**src/rtl/ptr_pkg.sv**
```systemverilog
/*
 * constants for the trigger/time stamp register slice: offsets, strides, reset values.
 * assumes a 16-bit host register port with even byte addresses.
 */
package ptr_pkg;
    localparam int unsigned ADDR_W = 11;
    localparam int unsigned DATA_W = 16;
    localparam int unsigned UNITS = 12;
    localparam logic [10:0] ITER_HIGH_OFS = 11'h236;
    localparam logic [10:0] TRIG2_BASE = 11'h240;
    localparam logic [10:0] TRIG12_BASE = 11'h380;
    localparam logic [10:0] TRIG_STRIDE = 11'h020;
    localparam logic [10:0] TRIG_SET_LEN = 11'h018;
    localparam logic [10:0] TRIG2_CFG1_OFS = 11'h248;
    localparam logic [10:0] RSV_END = 11'h3ff;
    localparam logic [10:0] STAMP_BASE = 11'h400;
    localparam logic [10:0] STAMP_END = 11'h5ff;
    localparam logic [10:0] READY_OFS = 11'h400;
    localparam logic [10:0] ENABLE_OFS = 11'h402;
    localparam int unsigned EDGE_BIT = 7;
    localparam int unsigned SET_WORDS = 12;
    localparam logic [15:0] ITER_HIGH_RST = 16'h0000;
    localparam logic [15:0] CFG_RST = 16'h0000;
    localparam logic [11:0] READY_RST = 12'h000;
    localparam logic [11:0] ENABLE_RST = 12'h000;
    localparam logic [3:0] GPIO_PIN_ONE = 4'h0;
endpackage : ptr_pkg

```
**src/rtl/ptr_regs.sv**
```systemverilog
/*
 * register slice of the ptp event block: trigger unit 1 iteration time high word,
 * register sets of trigger units 2..12, unit-2 output edge select, stamp ready flags.
 * assumes the host port gives one-cycle rd/wr strobes with an 11-bit even byte address;
 * capture events arrive as single-cycle pulses from logic on the same clock.
 */
`timescale 1ns/1ps
module ptr_regs #(
    parameter int unsigned UNITS = ptr_pkg::UNITS
) (
    // clock and reset
    input wire logic clk,
    input wire logic rst,
    // host register port
    input wire logic [10:0] addr,
    input wire logic wr,
    input wire logic rd,
    input wire logic [15:0] wdata,
    output logic [15:0] rdata,
    output logic rd_hit,
    // trigger engine side
    input wire logic [31:0] trig1_target_time,
    output logic [31:0] trig1_next_time,
    output logic [15:0] iteration_time_high_reg,
    input wire logic [15:0] iteration_time_low,
    input wire logic [3:0] unit_two_pin_sel,
    input wire logic unit_two_out,
    output logic general_io_pin_one,
    output logic unit_two_fall_edge,
    // time stamp side
    input wire logic [UNITS-1:0] stamp_capture,
    input wire logic [UNITS-1:0] stamp_count_ovfl_set,
    input wire logic stamp_irq_enable,
    output logic [UNITS-1:0] stamp_unit_enable,
    output logic [UNITS-1:0] event_count_overflow_flag,
    output logic stamp_irq
);
    // trigger sets stored flat: index = (unit-2)*12 + word
    localparam int unsigned NSET = 11 * ptr_pkg::SET_WORDS;

    logic [15:0] iter_high_r, iter_high_nxt;
    logic [15:0] trig_mem_r [NSET];
    logic [UNITS-1:0] ready_r, ready_nxt;
    logic [UNITS-1:0] en_r, en_nxt;
    logic [UNITS-1:0] ovfl_r, ovfl_nxt;
    logic [15:0] rdata_nxt;
    logic hit_nxt;
    logic set_hit;
    logic [7:0] set_idx;

    // returns hit and flat word index for the replicated trigger sets
    function automatic logic [8:0] set_decode(input logic [10:0] a);
        logic [10:0] rel;
        logic [3:0] unit;
        logic [10:0] ofs;
        rel = a - ptr_pkg::TRIG2_BASE;
        unit = rel[8:5];
        ofs = {6'h00, rel[4:0]};
        set_decode = 9'h000;
        if (a >= ptr_pkg::TRIG2_BASE && a <= ptr_pkg::TRIG12_BASE + ptr_pkg::TRIG_SET_LEN - 11'h001
            && ofs < ptr_pkg::TRIG_SET_LEN) begin
            set_decode = {1'b1, 8'(unit * 4'd12 + {4'h0, ofs[4:1]})};
        end
    endfunction : set_decode

    assign {set_hit, set_idx} = set_decode(addr);

    always_comb begin
        iter_high_nxt = iter_high_r;
        en_nxt = en_r;
        rdata_nxt = 16'h0000;
        hit_nxt = 1'b0;
        if (wr && addr == ptr_pkg::ITER_HIGH_OFS) begin
            iter_high_nxt = wdata;
        end
        if (wr && addr == ptr_pkg::ENABLE_OFS) begin
            en_nxt = wdata[UNITS-1:0];
        end
        if (rd) begin
            if (addr == ptr_pkg::ITER_HIGH_OFS) begin
                rdata_nxt = iter_high_r;
                hit_nxt = 1'b1;
            end else if (set_hit) begin
                rdata_nxt = trig_mem_r[set_idx];
                hit_nxt = 1'b1;
            end else if (addr == ptr_pkg::READY_OFS) begin
                rdata_nxt = {4'h0, ready_r};
                hit_nxt = 1'b1;
            end else if (addr == ptr_pkg::ENABLE_OFS) begin
                rdata_nxt = {4'h0, en_r};
                hit_nxt = 1'b1;
            end
            // reserved gaps and the rest of the stamp space read zero
        end
    end

    // writing enable zero clears ready and overflow; a capture on the same edge loses
    always_comb begin
        for (int i = 0; i < UNITS; i++) begin
            ready_nxt[i] = ready_r[i] | (en_r[i] & stamp_capture[i]);
            ovfl_nxt[i] = ovfl_r[i] | (en_r[i] & stamp_count_ovfl_set[i]);
            if (!en_nxt[i]) begin
                ready_nxt[i] = 1'b0;
                ovfl_nxt[i] = 1'b0;
            end
        end
    end

    always_ff @(posedge clk or posedge rst) begin
        if (rst) begin
            iter_high_r <= ptr_pkg::ITER_HIGH_RST;
            ready_r <= ptr_pkg::READY_RST;
            en_r <= ptr_pkg::ENABLE_RST;
            ovfl_r <= '0;
            rdata <= 16'h0000;
            rd_hit <= 1'b0;
            for (int i = 0; i < NSET; i++) begin
                trig_mem_r[i] <= ptr_pkg::CFG_RST;
            end
        end else begin
            iter_high_r <= iter_high_nxt;
            ready_r <= ready_nxt;
            en_r <= en_nxt;
            ovfl_r <= ovfl_nxt;
            rdata <= rdata_nxt;
            rd_hit <= hit_nxt;
            if (wr && set_hit) begin
                trig_mem_r[set_idx] <= wdata;
            end
        end
    end

    // unit-2 first config word sits at flat index 4
    assign unit_two_fall_edge = trig_mem_r[4][ptr_pkg::EDGE_BIT];
    assign iteration_time_high_reg = iter_high_r;
    // is software's; the sum simply wraps if it is broken
    assign trig1_next_time = trig1_target_time + {iter_high_r, iteration_time_low};

    // falling-edge launch copy of the unit-2 output
    logic fall_q_r;
    always_ff @(negedge clk or posedge rst) begin
        if (rst) begin
            fall_q_r <= 1'b0;
        end else begin
            fall_q_r <= unit_two_out;
        end
    end
    logic rise_q_r;
    always_ff @(posedge clk or posedge rst) begin
        if (rst) begin
            rise_q_r <= 1'b0;
        end else begin
            rise_q_r <= unit_two_out;
        end
    end
    // edge choice ignored unless unit 2 is routed to pin one
    assign general_io_pin_one = (unit_two_pin_sel == ptr_pkg::GPIO_PIN_ONE && unit_two_fall_edge)
        ? fall_q_r : rise_q_r;

    assign stamp_unit_enable = en_r;
    assign event_count_overflow_flag = ovfl_r;
    assign stamp_irq = stamp_irq_enable & (|ready_r);

    // flags may only live in enabled units; checked over the whole vector, not one bit
    ready_clr_a: assert property (@(posedge clk) disable iff (rst)
        (ready_r & ~en_r) == '0) else $error("ready set while disabled");
    ovfl_clr_a: assert property (@(posedge clk) disable iff (rst)
        (ovfl_r & ~en_r) == '0) else $error("overflow set while disabled");
    ready_set_a: assert property (@(posedge clk) disable iff (rst)
        en_r[0] && stamp_capture[0] && en_nxt[0] |=> ready_r[0])
        else $error("capture did not set ready");
    ready_hold_a: assert property (@(posedge clk) disable iff (rst)
        ready_r[0] && en_nxt[0] |=> ready_r[0]) else $error("ready dropped while enabled");

    irq_level_a: assert property (@(posedge clk) disable iff (rst)
        stamp_irq == (stamp_irq_enable && ready_r != '0)) else $error("irq mismatch");
    iter_write_a: assert property (@(posedge clk) disable iff (rst)
        wr && addr == ptr_pkg::ITER_HIGH_OFS |=> iter_high_r == $past(wdata))
        else $error("iteration high not written");
    next_time_a: assert property (@(posedge clk) disable iff (rst)
        trig1_next_time == trig1_target_time + {iter_high_r, iteration_time_low})
        else $error("next time wrong");
    rsv_read_a: assert property (@(posedge clk) disable iff (rst)
        rd && addr >= ptr_pkg::TRIG12_BASE + ptr_pkg::TRIG_SET_LEN && addr <= ptr_pkg::RSV_END
        |=> rdata == 16'h0000 && !rd_hit) else $error("reserved read nonzero");
    ready_top_a: assert property (@(posedge clk) disable iff (rst)
        rd && addr == ptr_pkg::READY_OFS |=> rdata[15:12] == 4'h0 && rd_hit)
        else $error("ready upper bits nonzero");
    en_clear_a: assert property (@(posedge clk) disable iff (rst)
        wr && addr == ptr_pkg::ENABLE_OFS && wdata[0] == 1'b0 |=> !ready_r[0] && !ovfl_r[0])
        else $error("disable did not clear flags");
    set_wr_a: assert property (@(posedge clk) disable iff (rst)
        wr && addr == ptr_pkg::TRIG12_BASE ##1 rd && addr == ptr_pkg::TRIG12_BASE
        |=> rdata == $past(wdata, 2)) else $error("unit 12 set not stored");
    edge_sel_a: assert property (@(posedge clk) disable iff (rst)
        unit_two_pin_sel != ptr_pkg::GPIO_PIN_ONE |-> general_io_pin_one == rise_q_r)
        else $error("edge select leaked");
    edge_fall_a: assert property (@(posedge clk) disable iff (rst)
        unit_two_pin_sel == ptr_pkg::GPIO_PIN_ONE && unit_two_fall_edge
        |-> general_io_pin_one == fall_q_r) else $error("falling launch not used");

    // main scenarios the bench is expected to reach
    ready_cov_c: cover property (@(posedge clk) disable iff (rst) ready_r[0] ##1 !ready_r[0]);
    irq_cov_c: cover property (@(posedge clk) disable iff (rst) $rose(stamp_irq));
    fall_cov_c: cover property (@(posedge clk) disable iff (rst)
        unit_two_fall_edge && unit_two_pin_sel == ptr_pkg::GPIO_PIN_ONE);
    set_wr_c: cover property (@(posedge clk) disable iff (rst)
        wr && set_hit ##1 rd && set_hit);
endmodule : ptr_regs

```
**config.mk**
```make
export PLATFORM = sky130hd
export DESIGN_NAME = ptr_regs
export DESIGN_NICKNAME = d
export VERILOG_FILES = /design/src/rtl/ptr_pkg.sv /design/src/rtl/ptr_regs.sv
export SDC_FILE = /design/constraint.sdc
export NUM_CORES = 2
export LEC_CHECK = 0
export ABC_AREA = 1
export BUFFER_PORTS_ARGS = -buffer_cell sky130_fd_sc_hd__buf_2
export CAP_MARGIN = 20
export CORE_UTILIZATION = 45
export DETAILED_ROUTE_END_ITERATION = 16
export PLACE_DENSITY = 0.68
export SLEW_MARGIN = 40
export SYNTH_ARGS = -nofsm -noshare
export SYNTH_HDL_FRONTEND = slang
export SYNTH_SLANG_ARGS = --single-unit
```
**constraint.sdc**
```tcl
create_clock -name clk -period 62.7 [get_ports clk]
set_clock_uncertainty 0.15 [all_clocks]
set_input_delay 6.27 -clock clk [delete_from_list [all_inputs] [get_ports clk]]
set_output_delay 6.27 -clock clk [all_outputs]
set_load 0.01 [all_outputs]
```
Word level (Yosys, flattened, before mapping)
Cells that the tools add are included.

storage, ports and cells
  flip-flop bits (word level) = 2183
  input bits = 109
  output and inout bits = 92
  logic and storage cells = 254

operators by class
  add/sub/neg operators = 3
  multipliers = 1
  order comparisons = 5
  equal/unequal tests = 3
  muxes and demuxes = 43
  bitwise operators = 50
  reduce and logical (&&, ||, !) cells = 9

operator list
  kind                                                              number
  bitwise mux 2112 bit                                              1
  binary-select mux 16 bit (select 8 bit)                           1
  demux 16 bit (select 8 bit)                                       1
  2-to-1 mux 16 bit                                                 6
  2-to-1 mux 12 bit                                                 3
  adder 32 bit                                                      1
  2-to-1 mux 1 bit                                                  30
  AND 1 bit                                                         25
  bitwise OR 1 bit                                                  24
  equality test 11 bit, second input constant                       2
  OR reduction 12 bit                                               1
  equality test 11 x 10 -> 1 bit, second input constant             1
  >= comparator 11 x 10 -> 1 bit, second input constant             1
  less-or-equal comparator 11 x 10 -> 1 bit, second input constant  1
  >= comparator 9 bit, second input constant                        1
  less-than comparator 9 x 1 -> 1 bit, second input constant        1
  2-to-1 mux 9 bit                                                  1
  inverter 8 -> 9 bit                                               1
  subtractor 9 x 7 -> 9 bit, second input constant                  1
  adder 8 x 4 -> 8 bit                                              1
  logical AND 1 bit                                                 7
  multiplier 4 x 2 -> 6 bit, second input constant                  1
  less-than comparator 5 bit, second input constant                 1
  logical NOT 4 bit                                                 1

Longest topological paths before layout
  depth after elaboration = 11
  gate-level depth with buffers = 25
  gate-level depth less buffers = 24

==> impl_metrics.json <==
{
  "numCtsBuffers": 213,
  "synth_cell_types": 48,
  "ant_nets": 0,
  "drt_iter0_drc": 10300,
  "drc_errors": 0,
  "cts.sinks": 2183,
  "drive_gt1_share_pct": 8.79,
  "multi_input_area_um2": 35200,
  "power_density_nw_per_um2": 31.4,
  "synthTopCellsByCount": "nand2_1, o21ai_0, dfrtp_1",
  "top_layer": "met5",
  "wl_met2_um": 137000,
  "rsz0062_at_grt": "false",
  "viasPerCell": 5.99,
  "io_pins": 201,
  "ctsResizeCount": 0,
  "synth_top_area_share_pct": 58.2,
  "gp_congestion": 1.01,
  "synthTopCellsByArea": "dfrtp_1, o21ai_0, nand2_1",
  "yosysMostFrequentCell": "nand2_1",
  "min_delay_path_depth": 2,
  "synth_xor_area_share_pct": 0.345,
  "slew_headroom_pct": 37.3,
  "hold_path_end": "trig_mem_r[1144]",
  "hold_start": "trig_mem_r[1144]",
  "grt_pass1_wl_um": 467000,
  "synth_compound_area_share_pct": 20.7,
  "synth_warnings": 0,
  "syn_area_per_cell_um2": 8.75,
  "clockBufferDepth": 3,
  "synthMuxAreaShare_pct": 0.0120,
  "criticalPathCategory": "reg -> out",
  "synth_ff_type": "dfrtp_1",
  "finalMaxSlewViolations": 0,
  "dpl-instance-area_um2": 96400,
  "startpoint_type": "flop",
  "dp_slack_ns": 24.23,
  "grt-ovfl-total": 0,
  "grt_start_max_net_pins": 172,
  "p_leak_nw": 47.7,
  "vdd_ir_drop_max_uv": 34.5,
  "arrival_ns": 32.83,
  "finalHoldViolations": 0,
  "yosysTopAreaCell": "dfrtp_1",
  "r2r_start": "unit_two_fall_edge",
  "required_ns": 56.28,
  "post_cts_buffers": 0,
  "crit_chain": "mux2_2 -> buf_2",
  "die_y_um": 459,
  "hold_buffers": 0,
  "largest_reg_flops": 2111,
  "dieArea_um2": 210000,
  "nets": 10500,
  "dr.pass1.iters": 7,
  "netlist_area_um2": 93800,
  "synth_simple_gate_area_share_pct": 15.5,
  "ys_seq_area_share_pct": 58.2,
  "fin_cells": 13300,
  "antenna_found_initial": 9,
  "wl_per_cell_um": 23.1,
  "synth_fa_ha_area_share_pct": 0.616,
  "tritoncts": "built",
  "worst_slew_pin_slew_ns": 0.938,
  "clk_pin_slew_ns": 0.06,
  "synth_enable_flop_cells": 0,
  "port-buffer-count": 200,
  "slowest_stage": "dfrtn_1",
  "core_um2": 207000,
  "status": "finished clean",
  "via_count": 79700,
  "setup_tns_ns": 0,
  "root_buffer": "clkbuf_16",
  "dp.cells": 12900,
  "reg2reg_to": "rdata[7]",
  "place.detailed.hpwl_um": 179000,
  "hold_path.class": "reg -> reg",
  "endpoint_kind": "output port",
  "clk_latency_ns": 0.90,
  "r2r_cells": 11,
  "grt_pass1_vias": 75700,
  "start_util_pct": 45.3,
  "ys_ff_latch": 2183,
  "num-fill-cells": 18800,
  "rows": 167,
  "synth_fp_nets": 10900,
  "critPathMaxStageDelay_ns": 0.32,
  "synth_top_family_by_area": "compound AO/OA/AOI/OAI gates",
  "crit_fanout": 1,
  "setup_viol": 0,
  "reg2reg_slack_ns": 59.44,
  "setup_slack_ns": 23.45,
  "met1Wirelength_um": 124000,
  "syn_to_final_growth_pct": 10.7,
  "cap_violations": 0,
  "grt_use_total_pct": 28.9,
  "async_reset_ff_share_pct": 100,
  "power_w": 0.00326,
  "h-tree-depth": 4,
  "die_width_um": 459,
  "regArea_um2": 54600,
  "met3_length_um": 31600,
  "wirelength_um": 308000,
  "design_area_um2": 104000,
  "syn_inst": 10700
}
-- placed cells by master, fill, tap and decap left out, drive strengths merged --
cell         n
o21a         2
xnor2       12
fa           2
inv        173
nand3       70
a31oi        8
diode        5
a221oi       8
nand4       81
o21ai     2611
clkinvlp    10
nor2       642
o211ai      28
or2         45
clkinv      56
a211oi       1
bufinv      14
nor4b        1
dfrtp     2182
a41oi        1
a21boi       5
dfrtn        1
ha          43
a21o         1
and2         2
clkbuf     318
a22oi       32
nor3         4
buf        349
nor4         5
xor2        25
o22ai      826
o2111ai      1
a221o        3
mux2         1
nand2     2866
a21oi      101
-- where the power goes --
group	internal [W]	switching, W
combinational	0.000112	0.000279
sequential	0.00149	0.0000470
clock	0.000757	0.000570
-- final cells by class --
type,instances,share of cell area (%)
clock buffer,314,6.08
timing repair buffer,353,2.47
multi-input combinational,7427,33.9
antenna,5,0.0120
clock inverter,84,0.924
sequential,2183,52.6
inverter,169,0.677
tap,2788,3.36
-- critical path: cells and delay by family (launching register included) --
family | cells | cell delay (ns)
buffers and inverters | 1 | 0.14
flip-flops | 1 | 0.32
multiplexers | 1 | 0.25
-- cell families after synthesis --
family / after synthesis
compound gates: 3628
xor+xnor: 37
fa+ha+maj: 45
buf+inv: 1111
flops: 2183
mux: 1
simple gates: 3716
-- worst max path at each step --
stage,start,to,cells after the start
4_1_cts,fall_q_r,general_io_pin_one,2
3_5_place_dp,fall_q_r,general_io_pin_one,2
3_3_place_gp,fall_q_r,general_io_pin_one,2
2_1_floorplan,rst,fall_q_r,1
6_report,fall_q_r,general_io_pin_one,2
5_1_grt,fall_q_r,general_io_pin_one,2
-- through the flow --
step | hold slack, ns | util, %
floorplan | 0.296 | -
global placement | 0.308 | 46.3
detailed placement | 0.316 | 46.6
CTS | 0.331 | 50.1
global route | 0.344 | 50.2
finish | 0.329 | 50.2
-- layer usage --
metal / up-vias / global-route usage (%)
met3: 666 / 7.13
met1: 39400 / 38.8
met5: - / 0.161
li1: 35600 / -
met2: 4063 / 44.0
met4: 4 / 13.4
Note: power is estimated with default switching activity, not from simulation.
